==> config.mk <==
export PLATFORM = sky130hd
export DESIGN_NAME = config_regs_drive_power_decode
export DESIGN_NICKNAME = d
export VERILOG_FILES = /design/src/cfg_bank_pkg.sv /design/src/general_address_decoder.sv /design/src/infrared_pin_route.sv /design/src/config_regs_drive_power_decode.sv
export VERILOG_INCLUDE_DIRS = /design/src
export SDC_FILE = /design/constraint.sdc
export NUM_CORES = 1
export LEC_CHECK = 0
export BUFFER_PORTS_ARGS = -buffer_cell sky130_fd_sc_hd__clkbuf_2
export CAP_MARGIN = 40
export CORE_AREA = 2 2 96 98
export CTS_BUF_LIST = sky130_fd_sc_hd__clkbuf_2
export CTS_CLUSTER_SIZE = 40
export DETAILED_ROUTE_END_ITERATION = 12
export DIE_AREA = 0 0 98 100
export GPL_TIMING_DRIVEN = 0
export HOLD_SLACK_MARGIN = 0.15
export PLACE_DENSITY_LB_ADDON = 0.12
export SETUP_SLACK_MARGIN = 0.4
export SYNTH_ARGS = -nofsm -noshare
export SYNTH_HDL_FRONTEND = slang
export SYNTH_SLANG_ARGS = --single-unit
==> constraint.sdc <==
create_clock -name core_clk_i -period 2.2 [get_ports core_clk_i]
set_clock_uncertainty 0.15 [all_clocks]
set_input_delay 0.33 -clock core_clk_i [delete_from_list [all_inputs] [get_ports core_clk_i]]
set_output_delay 0.33 -clock core_clk_i [all_outputs]
set_load 0.01 [all_outputs]
==> src/cfg_bank_cfg.svh <==
// Offsets, reset values, field positions and write masks for the configuration bank slice
// Included by the design modules; definitions only
`ifndef CFG_BANK_CFG_SVH
`define CFG_BANK_CFG_SVH

`define IDX_DRIVE_TYPE 8'h06
`define IDX_POWER_BOOT 8'h07
`define IDX_DEC_LOW 8'h08
`define IDX_DEC_HIGH 8'h09
`define IDX_THR_IR 8'h0a

`define RST_DRIVE_TYPE 8'hff
`define RST_POWER_BOOT 8'h00
`define RST_DEC_LOW 8'h00
`define RST_DEC_HIGH 8'h00
`define RST_THR_IR 8'h00

`define MASK_POWER_BOOT 8'hf3
`define MASK_DEC_LOW 8'hf0
`define MASK_DEC_HIGH 8'hcf
`define MASK_THR_IR 8'hcf

`define BOOT_BIT 0
`define PD_PAR_BIT 4
`define PD_UART2_BIT 5
`define PD_UART1_BIT 6
`define PD_FLOPPY_BIT 7
`define DEC_CFG_MSB 7
`define DEC_CFG_LSB 6
`define IR_ROUTE_MSB 7
`define IR_ROUTE_LSB 6

`endif

==> src/cfg_bank_pkg.sv <==
// Types shared by the configuration bank slice
// Assumes cfg_bank_cfg.svh holds the numeric constants
package cfg_bank_pkg;
  typedef enum logic [1:0] {
    DEC_OFF = 2'h0,
    DEC_ONE_BYTE = 2'h1,
    DEC_EIGHT_BYTE = 2'h2,
    DEC_SIXTEEN_BYTE = 2'h3
  } decode_mode_t;

  typedef enum logic [1:0] {
    IR_PRIMARY = 2'h0,
    IR_SECONDARY = 2'h1,
    IR_RESERVED = 2'h2,
    IR_OUTPUTS_OFF = 2'h3
  } ir_route_t;
endpackage

==> src/general_address_decoder.sv <==
// Programmable I/O address decoder with active-low registered select
// Assumes the host address is synchronous to core_clk_i
`timescale 1ns/1ps
`include "cfg_bank_cfg.svh"
module general_address_decoder (
  // Clock and reset
  input wire logic core_clk_i,
  input wire logic rst_i,
  // Programmed match
  input wire logic [7:0] match_i,
  input wire cfg_bank_pkg::decode_mode_t mode_i,
  // Host address
  input wire logic [15:0] addr_i,
  // Select
  output logic general_decode_select_n_o
);
  import cfg_bank_pkg::*;

  logic hit;

  always_comb
  begin
    hit = 1'b0;
    if ((addr_i[15:12] == 4'h0) && (addr_i[11:4] == match_i))
    begin
      unique case (mode_i)
        DEC_OFF: hit = 1'b0;
        DEC_ONE_BYTE: hit = (addr_i[3:0] == 4'h0);
        DEC_EIGHT_BYTE: hit = ~addr_i[3];
        DEC_SIXTEEN_BYTE: hit = 1'b1;
      endcase
    end
  end

  always_ff @(posedge core_clk_i)
  begin
    if (rst_i)
      general_decode_select_n_o <= 1'b1;
    else
      general_decode_select_n_o <= ~hit;
  end
endmodule

==> src/infrared_pin_route.sv <==
// Routes the active infrared function to one of two pin pairs
// Assumes transmit data and receive pins are synchronous to core_clk_i
`timescale 1ns/1ps
`include "cfg_bank_cfg.svh"
module infrared_pin_route (
  // Clock and reset
  input wire logic core_clk_i,
  input wire logic rst_i,
  // Route select
  input wire cfg_bank_pkg::ir_route_t route_i,
  // Infrared function side
  input wire logic ir_tx_i,
  output logic ir_rx_o,
  // Pins
  input wire logic primary_ir_receive_pin_i,
  input wire logic secondary_ir_receive_pin_i,
  output logic primary_ir_transmit_pin_o,
  output logic primary_ir_transmit_pin_oe_o,
  output logic secondary_ir_transmit_pin_o,
  output logic secondary_ir_transmit_pin_oe_o
);
  import cfg_bank_pkg::*;

  always_ff @(posedge core_clk_i)
  begin
    if (rst_i)
    begin
      primary_ir_transmit_pin_o <= 1'b0;
      primary_ir_transmit_pin_oe_o <= 1'b1;
      secondary_ir_transmit_pin_o <= 1'b0;
      secondary_ir_transmit_pin_oe_o <= 1'b0;
      ir_rx_o <= 1'b0;
    end
    else
    begin
      primary_ir_transmit_pin_o <= (route_i == IR_PRIMARY) ? ir_tx_i : 1'b0;
      secondary_ir_transmit_pin_o <= (route_i == IR_SECONDARY) ? ir_tx_i : 1'b0;
      // Reserved code drives like the off code so no pin is left undefined
      primary_ir_transmit_pin_oe_o <= (route_i == IR_PRIMARY);
      secondary_ir_transmit_pin_oe_o <= (route_i == IR_SECONDARY);
      unique case (route_i)
        IR_PRIMARY: ir_rx_o <= primary_ir_receive_pin_i;
        IR_SECONDARY: ir_rx_o <= secondary_ir_receive_pin_i;
        IR_RESERVED: ir_rx_o <= 1'b0;
        IR_OUTPUTS_OFF: ir_rx_o <= 1'b0;
      endcase
    end
  end
endmodule

==> src/config_regs_drive_power_decode.sv <==
// Configuration registers 06h to 0ah: drive types, boot and power-down, decoder, threshold and IR routing
// Assumes an outside configuration port supplies the state flag, index and read/write strobes
//
// Functional notes
// - Drive-type register reachable only in configuration state with index 06h.
// - Drive-type register resets to ffh; two bits per drive slot.
// - Power/boot register at index 07h, configuration state only, resets 00h.
// - Boot field: 0 selects drive A, 1 selects drive B.
// - Bits 4..7 enable auto power-down for parallel, UART2, UART1, floppy.
// - Power-down enables clear on power-on or hardware reset.
// - Low decoder register at index 08h, configuration state only, resets 00h.
// - Low decoder register holds address bits 7:4; low nibble reads zero.
// - High decoder register at index 09h, configuration state only, resets 00h.
// - High decoder register holds address bits 11:8 and mode in 7:6.
// - Select only when address 11:4 matches and 15:12 are zero.
// - Mode 00 off, 01 one byte, 10 eight bytes, 11 sixteen.
// - Threshold/IR register at index 0ah, configuration state only, resets 00h.
// - Low four bits set the ECP FIFO threshold.
// - Bits 5:4 ignore writes and read as zero.
// - IR route: 00 primary pins, 01 secondary, 11 both transmitters floating.
// - IR route returns to default on any reset.
// - Reserved bits are read only and read as zero.
`timescale 1ns/1ps
`include "cfg_bank_cfg.svh"
module config_regs_drive_power_decode (
  // Clock and reset
  input wire logic core_clk_i,
  input wire logic rst_i,
  // Configuration access
  input wire logic cfg_state_i,
  input wire logic [7:0] config_index_register_i,
  input wire logic cfg_wr_i,
  input wire logic cfg_rd_i,
  input wire logic [7:0] cfg_wdata_i,
  output logic [7:0] cfg_rdata_o,
  output logic cfg_rvalid_o,
  // Host address for the decoder
  input wire logic [15:0] host_addr_i,
  output logic general_decode_select_n_o,
  // Control outputs
  output logic [7:0] drive_type_code_o,
  output logic boot_drive_b_o,
  output logic [3:0] auto_power_down_en_o,
  output logic [3:0] ecp_threshold_field_o,
  output cfg_bank_pkg::ir_route_t infrared_pin_route_o,
  // Infrared function side
  input wire logic ir_tx_i,
  output logic ir_rx_o,
  // Infrared pins
  input wire logic primary_ir_receive_pin_i,
  input wire logic secondary_ir_receive_pin_i,
  output logic primary_ir_transmit_pin_o,
  output logic primary_ir_transmit_pin_oe_o,
  output logic secondary_ir_transmit_pin_o,
  output logic secondary_ir_transmit_pin_oe_o
);
  import cfg_bank_pkg::*;

  logic [7:0] drive_type_ids_reg;
  logic [7:0] power_down_boot_select_reg;
  logic [7:0] decode_addr_low_reg;
  logic [7:0] decode_addr_high_cfg_reg;
  logic [7:0] fifo_threshold_ir_route_reg;
  logic [7:0] rdata_next;

  // Write strobe for a given index, gated by configuration state
  function automatic logic sel_wr(input logic st, input logic wr, input logic [7:0] idx, input logic [7:0] want);
    sel_wr = st & wr & (idx == want);
  endfunction

  always_ff @(posedge core_clk_i)
  begin
    if (rst_i)
      drive_type_ids_reg <= `RST_DRIVE_TYPE;
    else if (sel_wr(cfg_state_i, cfg_wr_i, config_index_register_i, `IDX_DRIVE_TYPE))
      drive_type_ids_reg <= cfg_wdata_i;
  end

  always_ff @(posedge core_clk_i)
  begin
    if (rst_i)
      power_down_boot_select_reg <= `RST_POWER_BOOT;
    else if (sel_wr(cfg_state_i, cfg_wr_i, config_index_register_i, `IDX_POWER_BOOT))
      power_down_boot_select_reg <= cfg_wdata_i & `MASK_POWER_BOOT;
  end

  always_ff @(posedge core_clk_i)
  begin
    if (rst_i)
      decode_addr_low_reg <= `RST_DEC_LOW;
    else if (sel_wr(cfg_state_i, cfg_wr_i, config_index_register_i, `IDX_DEC_LOW))
      decode_addr_low_reg <= cfg_wdata_i & `MASK_DEC_LOW;
  end

  always_ff @(posedge core_clk_i)
  begin
    if (rst_i)
      decode_addr_high_cfg_reg <= `RST_DEC_HIGH;
    else if (sel_wr(cfg_state_i, cfg_wr_i, config_index_register_i, `IDX_DEC_HIGH))
      decode_addr_high_cfg_reg <= cfg_wdata_i & `MASK_DEC_HIGH;
  end

  always_ff @(posedge core_clk_i)
  begin
    if (rst_i)
      fifo_threshold_ir_route_reg <= `RST_THR_IR;
    else if (sel_wr(cfg_state_i, cfg_wr_i, config_index_register_i, `IDX_THR_IR))
      fifo_threshold_ir_route_reg <= cfg_wdata_i & `MASK_THR_IR;
  end

  always_comb
  begin
    rdata_next = 8'h00;
    if (cfg_state_i)
    begin
      unique case (config_index_register_i)
        `IDX_DRIVE_TYPE: rdata_next = drive_type_ids_reg;
        `IDX_POWER_BOOT: rdata_next = power_down_boot_select_reg;
        `IDX_DEC_LOW: rdata_next = decode_addr_low_reg;
        `IDX_DEC_HIGH: rdata_next = decode_addr_high_cfg_reg;
        `IDX_THR_IR: rdata_next = fifo_threshold_ir_route_reg;
        default: rdata_next = 8'h00;
      endcase
    end
  end

  always_ff @(posedge core_clk_i)
  begin
    if (rst_i)
    begin
      cfg_rdata_o <= 8'h00;
      cfg_rvalid_o <= 1'b0;
    end
    else
    begin
      cfg_rvalid_o <= cfg_rd_i & cfg_state_i;
      if (cfg_rd_i)
        cfg_rdata_o <= rdata_next;
    end
  end

  always_ff @(posedge core_clk_i)
  begin
    if (rst_i)
    begin
      drive_type_code_o <= `RST_DRIVE_TYPE;
      boot_drive_b_o <= 1'b0;
      auto_power_down_en_o <= 4'h0;
      ecp_threshold_field_o <= 4'h0;
      infrared_pin_route_o <= IR_PRIMARY;
    end
    else
    begin
      drive_type_code_o <= drive_type_ids_reg;
      boot_drive_b_o <= power_down_boot_select_reg[`BOOT_BIT];
      auto_power_down_en_o <= power_down_boot_select_reg[`PD_FLOPPY_BIT:`PD_PAR_BIT];
      ecp_threshold_field_o <= fifo_threshold_ir_route_reg[3:0];
      infrared_pin_route_o <= ir_route_t'(fifo_threshold_ir_route_reg[`IR_ROUTE_MSB:`IR_ROUTE_LSB]);
    end
  end

  general_address_decoder u_decoder (
    .core_clk_i(core_clk_i),
    .rst_i(rst_i),
    .match_i({decode_addr_high_cfg_reg[3:0], decode_addr_low_reg[7:4]}),
    .mode_i(decode_mode_t'(decode_addr_high_cfg_reg[`DEC_CFG_MSB:`DEC_CFG_LSB])),
    .addr_i(host_addr_i),
    .general_decode_select_n_o(general_decode_select_n_o)
  );

  infrared_pin_route u_ir_route (
    .core_clk_i(core_clk_i),
    .rst_i(rst_i),
    .route_i(ir_route_t'(fifo_threshold_ir_route_reg[`IR_ROUTE_MSB:`IR_ROUTE_LSB])),
    .ir_tx_i(ir_tx_i),
    .ir_rx_o(ir_rx_o),
    .primary_ir_receive_pin_i(primary_ir_receive_pin_i),
    .secondary_ir_receive_pin_i(secondary_ir_receive_pin_i),
    .primary_ir_transmit_pin_o(primary_ir_transmit_pin_o),
    .primary_ir_transmit_pin_oe_o(primary_ir_transmit_pin_oe_o),
    .secondary_ir_transmit_pin_o(secondary_ir_transmit_pin_o),
    .secondary_ir_transmit_pin_oe_o(secondary_ir_transmit_pin_oe_o)
  );
endmodule

==> results of run 1 <==
routing by layer:
metal / wire length (um) / part of all wire [%]
met5: 0 / 0
met2: 3454 / 45
met4: 139 / 1.8
met1: 3553 / 47
met3: 480 / 6.3
power groups by stage:
stage	Combinational [W]	Clock [W]	Sequential (W)
2_1_floorplan	0.0000666	0	0.00119
3_3_place_gp	0.000143	0	0.00119
3_5_place_dp	0.000143	0	0.00119
4_1_cts	0.000174	0.000831	0.00117
5_1_grt	0.000207	0.000880	0.00117
6_report	0.000190	0.000798	0.00116
Yosys cell counts (3+ instances only):
cell,n
sky130_fd_sc_hd__a221oi_1,4
sky130_fd_sc_hd__nor4_1,4
sky130_fd_sc_hd__xnor2_1,5
sky130_fd_sc_hd__a211o_1,8
sky130_fd_sc_hd__nor2b_1,14
sky130_fd_sc_hd__a22o_1,5
sky130_fd_sc_hd__nor3_1,6
sky130_fd_sc_hd__nor2_1,38
sky130_fd_sc_hd__a21oi_1,3
sky130_fd_sc_hd__xor2_1,3
sky130_fd_sc_hd__inv_1,12
sky130_fd_sc_hd__dfxtp_1,64
sky130_fd_sc_hd__nand2b_1,5
sky130_fd_sc_hd__o21ai_0,6
sky130_fd_sc_hd__clkbuf_1,8
sky130_fd_sc_hd__or2_2,8
sky130_fd_sc_hd__nand2_1,14
sky130_fd_sc_hd__nand4_1,7
sky130_fd_sc_hd__mux2i_1,27
final cells by class:
type	count	area, um^2	share of cell area, %
plain buffers	12	56.30	1.584
clock buffers	11	55.05	1.549
clock inverters	4	70.07	1.971
inverters	12	45.04	1.267
multi-input cells	177	1222	34.39
flip-flops and latches	64	1281	36.04
well taps	111	138.9	3.907
repair buffers	104	685.7	19.29
metrics by stage:
stage	setup TNS [ns]	cells	hold WS, ns	util [%]	setup slack [ns]
after global routing	0	495	0.2093	39.99	0.3830
after global placement	-0.4034	447	0.2919	34.65	-0.02944
after floorplan	0	265	0.2901	-	0.3075
after CTS	0	485	-0.05824	38.65	0.4012
after detailed placement	-0.4656	447	0.2994	34.65	-0.03244
final	0	495	0.2126	39.99	0.4038
critical path, delay by kind of cell:
family | cells | cell delay [ns]
simple gates | 2 | 0.90
buf+inv | 2 | 0.66
compound gates | 1 | 0.15
worst paths after layout:
path / to / cells after the start
max: u_decoder.general_decode_select_n_o / 5
min: cfg_rdata_o[7] / 5
max reg2reg: u_ir_route.ir_rx_o / 3
min reg2reg: cfg_rdata_o[1] / 2
kinds of logic (layout without fill, tap and decap cells):
| kind of cell | count (synthesis) | in the layout | synth area share [%] |
|---|---|---|---|
| buffers and inverters | 24 | 143 | 3.885 |
| muxes | 27 | 27 | 10.49 |
| DFF | 64 | 64 | 49.73 |
| xor gates and xnor gates | 8 | 8 | 2.720 |
| and+or+nand+nor | 109 | 109 | 23.36 |
| AOI/OAI and AO/OA | 33 | 33 | 9.810 |
what timing repair did:
item / CTS / global route
buffers inserted: 0 / 0
hold endpoints to repair: 51 / 1
hold buffers: 23 / 10
setup endpoints to repair: 0 / 7
resized for setup: 0 / 5
==> impl_metrics.prom, run 1 <==
# TYPE chip_impl_metric gauge
chip_impl_metric{name="vias",unit=""} 2323
chip_impl_metric{name="timing.fmax",unit="MHz"} 556.7
chip_impl_metric{name="gp_congestion",unit=""} 0.8985
chip_impl_metric{name="global_route_wire_length_before_repair",unit="um"} 11760
chip_impl_metric{name="cts_max_path_buffers",unit=""} 2
chip_impl_metric{name="area_delta_synth_final",unit="%"} 37.98
chip_impl_metric{name="clock_power_share",unit="%"} 37.1
chip_impl_metric{name="count_of_warnings_emitted_by_yosys",unit=""} 0
chip_impl_metric{name="fraction_of_final_layout_cells_sized_beyond_drive_strength_1",unit="%"} 27.08
chip_impl_info{name="crit_slowest_cell",value="sky130_fd_sc_hd__dlygate4sd3_1"} 1
chip_impl_metric{name="track_usage",unit="%"} 16.01
chip_impl_metric{name="grt_max_degree",unit=""} 11
chip_impl_metric{name="fillerInstances",unit=""} 935
chip_impl_metric{name="wl_per_cell",unit="um"} 15.41
chip_impl_metric{name="floorplan.die_area",unit="um^2"} 9800
chip_impl_metric{name="power_switching_share",unit="%"} 24.27
chip_impl_info{name="ys.flop_type",value="sky130_fd_sc_hd__dfxtp_1"} 1
chip_impl_metric{name="maxCapViolCount",unit=""} 0
chip_impl_metric{name="syn-instance-count",unit=""} 265
chip_impl_metric{name="intPower",unit="W"} 0.001630
chip_impl_metric{name="maxSlewHeadroom",unit="%"} 56.69
chip_impl_metric{name="cts-buffers-inserted",unit=""} 9
chip_impl_metric{name="ant_nets",unit=""} 0
chip_impl_metric{name="drt_iter0_markers",unit=""} 191
chip_impl_metric{name="number_of_storage_elements_in_the_synthesis_netlist",unit=""} 64
chip_impl_metric{name="fin_area",unit="um^2"} 3555
chip_impl_metric{name="count_of_endpoints_failing_hold_in_the_final_timing_report",unit=""} 0
chip_impl_metric{name="place.detailed.hpwl",unit="um"} 5466
chip_impl_metric{name="setup_violations",unit=""} 0
chip_impl_metric{name="globalRouteOverflowTotal",unit=""} 0
chip_impl_info{name="critical_path.startpoint_type",value="primary input"} 1
chip_impl_metric{name="first_pass_iters",unit=""} 4
chip_impl_metric{name="synthesis.area_per_instance",unit="um^2"} 9.722
chip_impl_metric{name="ctsHtreeMaxLevel",unit=""} 3
chip_impl_metric{name="sink_count_of_the_clock_tree",unit=""} 64
chip_impl_info{name="outcome",value="completed"} 1
chip_impl_metric{name="synth-edff-count",unit=""} 0
chip_impl_info{name="critical_path.startpoint",value="host_addr_i[13]"} 1
chip_impl_metric{name="yosys.cell_types.count",unit=""} 36
chip_impl_metric{name="critPathMaxFanout",unit=""} 1
chip_impl_info{name="grt.busiest_layer",value="met2"} 1
chip_impl_info{name="cts_tree",value="built"} 1
chip_impl_metric{name="finalPower",unit="W"} 0.002153
chip_impl_metric{name="netSwitchingPower",unit="W"} 0.0005224
chip_impl_info{name="timing.critical_path.cells",value="dlygate4sd3_1 > clkbuf_2 > or4_1 > nor4_2 > o2111ai_1"} 1
chip_impl_metric{name="timing.final.crit_share",unit="%"} 81.64
chip_impl_metric{name="period_minus_slack",unit="ns"} 1.796
chip_impl_metric{name="portBuffers",unit=""} 71
chip_impl_metric{name="arrival",unit="ns"} 2.05
chip_impl_info{name="end_kind",value="register"} 1
chip_impl_info{name="layout.cells.most_common",value="sky130_fd_sc_hd__clkbuf_2"} 1
chip_impl_info{name="timing.hold.worst.start",value="config_index_register_i[2]"} 1
chip_impl_info{name="mostFrequentLayoutCells",value="83 x sky130_fd_sc_hd__clkbuf_2, 64 x sky130_fd_sc_hd__dfxtp_1, 38 x sky130_fd_sc_hd__nor2_1"} 1
chip_impl_metric{name="vdd_drop_max",unit="mV"} 0.2699
chip_impl_metric{name="drcViolationCount",unit=""} 0
chip_impl_metric{name="placeableCoreArea",unit="um^2"} 8890
chip_impl_metric{name="synthArstFlopShare",unit="%"} 0
chip_impl_metric{name="tightest_slew",unit="ns"} 0.6448
chip_impl_info{name="clockRootBuffer",value="sky130_fd_sc_hd__clkbuf_2"} 1
chip_impl_metric{name="die_w",unit="um"} 98
chip_impl_metric{name="ff2ff_setup_slack",unit="ns"} 0.69
chip_impl_metric{name="synth_sequential_area_ratio",unit="%"} 49.73
chip_impl_metric{name="pwr_density_cell",unit="nW/um^2"} 605.6
chip_impl_metric{name="report.final.slew_viol_count",unit=""} 0
chip_impl_metric{name="synth.top_cell.area_share",unit="%"} 49.73
chip_impl_metric{name="synth_fp_nets",unit=""} 305
chip_impl_metric{name="global_route.usage.met3",unit="%"} 4.248
chip_impl_metric{name="grt_pass1_vias",unit=""} 2228
chip_impl_metric{name="routed_wl",unit="um"} 7627
chip_impl_metric{name="mapped_cell_area",unit="um^2"} 2576
chip_impl_info{name="reg2reg_from",value="fifo_threshold_ir_route_reg[6]"} 1
chip_impl_metric{name="num-nets-final",unit=""} 420
chip_impl_metric{name="worstSkewPairLatency",unit="ns"} 0.53
chip_impl_metric{name="n_antenna_cell",unit=""} 0
chip_impl_metric{name="clkTransAtPathRegs",unit="ns"} 0.19
chip_impl_metric{name="static_leakage_power",unit="nW"} 1.535
chip_impl_metric{name="groute.layer.met2.usage",unit="%"} 24.92
chip_impl_info{name="worstSetupPathType",value="primary input to register"} 1
chip_impl_metric{name="use_met1",unit="%"} 20.82
chip_impl_metric{name="floorplan.rows",unit=""} 35
chip_impl_metric{name="crit_path_max_incr_delay",unit="ns"} 0.55
chip_impl_metric{name="initial_utilization",unit="%"} 28.98
chip_impl_metric{name="via_per_inst",unit=""} 4.693
chip_impl_metric{name="chipHeight",unit="um"} 100
chip_impl_metric{name="seqPwrFrac",unit="%"} 54.1
chip_impl_info{name="hold_class",value="primary input to register"} 1
chip_impl_metric{name="dpl-instance-area",unit="um^2"} 3080
chip_impl_info{name="rsz_0062_raised_after_global_routing",value="true"} 1
chip_impl_metric{name="grt_antenna_before_repair",unit=""} 0
chip_impl_metric{name="timing.critical_path.required",unit="ns"} 2.45
chip_impl_info{name="synth_top_cells_by_area",value="sky130_fd_sc_hd__dfxtp_1 50%, sky130_fd_sc_hd__mux2i_1 10%, sky130_fd_sc_hd__nor2_1 5.5%"} 1
chip_impl_metric{name="power.combinational.fraction",unit="%"} 8.8
chip_impl_info{name="synthDominantAreaCellType",value="sky130_fd_sc_hd__dfxtp_1"} 1
chip_impl_metric{name="io_pins",unit=""} 74
No activity file was read; power rests on OpenSTA's default activity.
==> run 2, diff against run 1 <==
Clock period 2.2 ns to 1.6 ns, I/O delays scaled along.
==> impl_metrics.prom, run 2 (synthesis gave the netlist of run 1 again) <==
# TYPE chip_impl_metric gauge
chip_impl_info{name="outcome",value="finished with violations"} 1
chip_impl_info{name="violations",value="negative hold slack"} 1
chip_impl_metric{name="initial_utilization",unit="%"} 28.98
chip_impl_metric{name="grt_max_degree",unit=""} 11
chip_impl_metric{name="timing.fmax",unit="MHz"} 729.1
chip_impl_metric{name="report.final.slew_viol_count",unit=""} 0
chip_impl_metric{name="timing.final.crit_share",unit="%"} 85.73
chip_impl_metric{name="track_usage",unit="%"} 15.79
chip_impl_metric{name="worstHoldPathCells",unit=""} 4
chip_impl_metric{name="cts-buffers-inserted",unit=""} 9
chip_impl_metric{name="intPower",unit="W"} 0.001889
chip_impl_metric{name="place.detailed.hpwl",unit="um"} 5509
chip_impl_metric{name="io_pins",unit=""} 74
chip_impl_info{name="worstSetupPathType",value="primary input to register"} 1
chip_impl_metric{name="timing.reg2reg.worst_path_depth",unit=""} 4
chip_impl_metric{name="hold_slack",unit="ns"} -0.06458
chip_impl_metric{name="ff2ff_setup_slack",unit="ns"} 0.32
chip_impl_metric{name="wl_per_cell",unit="um"} 15.41
chip_impl_metric{name="floorplan.rows",unit=""} 35
chip_impl_metric{name="drcViolationCount",unit=""} 0
chip_impl_metric{name="ant_nets",unit=""} 0
chip_impl_info{name="mostFrequentLayoutCells",value="47 x sky130_fd_sc_hd__clkbuf_2, 37 x sky130_fd_sc_hd__dfxtp_1, 35 x sky130_fd_sc_hd__nor2_1"} 1
chip_impl_metric{name="drt_iter0_markers",unit=""} 97
chip_impl_metric{name="n_antenna_cell",unit=""} 0
chip_impl_info{name="end_kind",value="register"} 1
chip_impl_metric{name="grt_antenna_before_repair",unit=""} 0
chip_impl_metric{name="floorplan.die_area",unit="um^2"} 9800
chip_impl_metric{name="vdd_drop_max",unit="mV"} 0.2446
chip_impl_metric{name="pwr_density_cell",unit="nW/um^2"} 663.8
chip_impl_info{name="rsz_0062_raised_after_global_routing",value="true"} 1
chip_impl_metric{name="static_leakage_power",unit="nW"} 1.670
chip_impl_metric{name="multiInputGateArea",unit="um^2"} 1353
chip_impl_metric{name="tightest_slew",unit="ns"} 0.5822
chip_impl_metric{name="first_pass_iters",unit=""} 4
chip_impl_metric{name="die_w",unit="um"} 98
chip_impl_info{name="timing.hold.worst.start",value="host_addr_i[14]"} 1
chip_impl_metric{name="dpl-instance-area",unit="um^2"} 3093
chip_impl_metric{name="sink_count_of_the_clock_tree",unit=""} 64
chip_impl_metric{name="chipHeight",unit="um"} 100
chip_impl_metric{name="finalPower",unit="W"} 0.002580
chip_impl_metric{name="fin_area",unit="um^2"} 3886
chip_impl_metric{name="ctsHtreeMaxLevel",unit=""} 3
chip_impl_metric{name="placeableCoreArea",unit="um^2"} 8890
chip_impl_metric{name="global_route_wire_length_before_repair",unit="um"} 11600
chip_impl_metric{name="gp_congestion",unit=""} 0.9538
chip_impl_metric{name="arrival",unit="ns"} 1.62
chip_impl_metric{name="fraction_of_final_layout_cells_sized_beyond_drive_strength_1",unit="%"} 43.48
chip_impl_metric{name="vias",unit=""} 2335
chip_impl_metric{name="final-instance-count-excl-fill",unit=""} 502
chip_impl_metric{name="area_delta_synth_final",unit="%"} 50.85
chip_impl_metric{name="via_per_inst",unit=""} 4.651
chip_impl_metric{name="maxSlewHeadroom",unit="%"} 61.19
chip_impl_metric{name="setup_violations",unit=""} 0
chip_impl_info{name="reg2reg_from",value="decode_addr_high_cfg_reg[7]"} 1
chip_impl_info{name="crit_slowest_cell",value="sky130_fd_sc_hd__or4_4"} 1
chip_impl_metric{name="power.combinational.fraction",unit="%"} 11.1
chip_impl_metric{name="timing.setup.tns",unit="ns"} 0
chip_impl_metric{name="timing.critical_path.required",unit="ns"} 1.85
chip_impl_metric{name="netSwitchingPower",unit="W"} 0.0006910
chip_impl_metric{name="register_area",unit="um^2"} 1323
chip_impl_info{name="layout.cells.most_common",value="sky130_fd_sc_hd__clkbuf_2"} 1
chip_impl_info{name="critical_path.startpoint_type",value="primary input"} 1
chip_impl_metric{name="cts_max_path_buffers",unit=""} 2
chip_impl_metric{name="grt_pass1_vias",unit=""} 2213
chip_impl_info{name="hold_class",value="primary input to register"} 1
chip_impl_metric{name="fillerInstances",unit=""} 901
chip_impl_info{name="clockRootBuffer",value="sky130_fd_sc_hd__clkbuf_2"} 1
chip_impl_metric{name="seqPwrFrac",unit="%"} 61.8
chip_impl_info{name="crit-reg2reg-capture",value="cfg_rdata_o[7]"} 1
chip_impl_metric{name="critPathMaxFanout",unit=""} 7
chip_impl_metric{name="clkTransAtPathRegs",unit="ns"} 0.14
chip_impl_info{name="cts_tree",value="built"} 1
chip_impl_metric{name="period_minus_slack",unit="ns"} 1.372
chip_impl_metric{name="crit_path_max_incr_delay",unit="ns"} 0.53
chip_impl_metric{name="routed_wl",unit="um"} 7734
chip_impl_metric{name="maxCapViolCount",unit=""} 0
chip_impl_metric{name="globalRouteOverflowTotal",unit=""} 0
chip_impl_metric{name="clock_power_share",unit="%"} 27.1
chip_impl_info{name="timing.critical_path.cells",value="buf_8 > or4_4 > buf_8 > nor4_2 > a221oi_1 > a221oi_1"} 1
chip_impl_metric{name="portBuffers",unit=""} 71
chip_impl_metric{name="worstSkewPairLatency",unit="ns"} 0.50
chip_impl_metric{name="dp_cells",unit=""} 447
chip_impl_info{name="whs_endpoint",value="u_decoder.general_decode_select_n_o"} 1
chip_impl_metric{name="power_switching_share",unit="%"} 26.78
chip_impl_metric{name="count_of_endpoints_failing_hold_in_the_final_timing_report",unit=""} 1
chip_impl_metric{name="num-nets-final",unit=""} 429
run 2: changes by cell type in the layout (fill, tap and decap cells not counted), sizes merged:
cell	change
clkbuf	-37
dlygate4sd3	-13
clkinv	+2
bufinv	-2
buf	+57
run 2: critical path: cells and delay by family:
| kind | cells | cell delay, ns |
|---|---|---|
| AOI/OAI and AO/OA | 2 | 0.33 |
| and+or+nand+nor | 2 | 0.79 |
| buffers and inverters | 2 | 0.25 |
run 2: worst max-delay path by stage:
stage,depth (start not counted),end,start,slack (ns)
floorplan,5,fifo_threshold_ir_route_reg[0],config_index_register_i[7],-0.20
global placement,6,power_down_boot_select_reg[5],config_index_register_i[7],-0.52
detailed placement,6,power_down_boot_select_reg[7],config_index_register_i[7],-0.53
CTS,7,fifo_threshold_ir_route_reg[3],config_index_register_i[7],0.14
global route,7,power_down_boot_select_reg[5],config_index_register_i[4],0.15
finish,6,cfg_rdata_o[7],config_index_register_i[4],0.23
run 2: routing by layer:
metal  vias to the layer above  global-route usage [%]  wire length [um]
met2                        79                   24.03              3447
met3                        11                   4.387               422
met4                         0                   6.410               121
met5                         -                       0                 0
met1                      1071                   21.22              3743
li1                       1174                       -                 -
run 2: cell type report:
cell class	count	share of cell area (%)
Buffer	12	1.867
Clock buffer	9	1.159
Clock inverter	4	0.3863
Inverter	12	1.159
Multi-Input combinational cell	177	34.80
Sequential cell	64	34.03
Tap cell	111	3.574
Timing Repair Buffer	113	23.02
run 2: what timing repair did:
item,4_1_cts,5_1_grt
hold endpoints to repair,52,6
pin swaps,13,16
gates resized for setup,31,102
endpoints found under the setup margin,71,73
hold buffers,19,1
setup buffers,18,3
gates cloned,0,1
run 2: power by group through the flow:
stage	sequential, W	clock (W)	combinational, W
detailed placement	0.00164	0	0.000201
finish	0.00160	0.000698	0.000286
global placement	0.00163	0	0.000199
global route	0.00160	0.000796	0.000309
CTS	0.00160	0.000729	0.000257
floorplan	0.00164	0	0.0000933
run 2: through the flow:
stage	worst slack, ns	utilization [%]	hold slack, ns
after floorplan	-0.2025	-	0.2154
after global placement	-0.5238	34.79	0.2906
after detailed placement	-0.5301	34.79	0.2936
after CTS	0.1421	40.15	-0.1037
after global routing	0.1532	43.72	-0.08471
final	0.2284	43.72	-0.06458
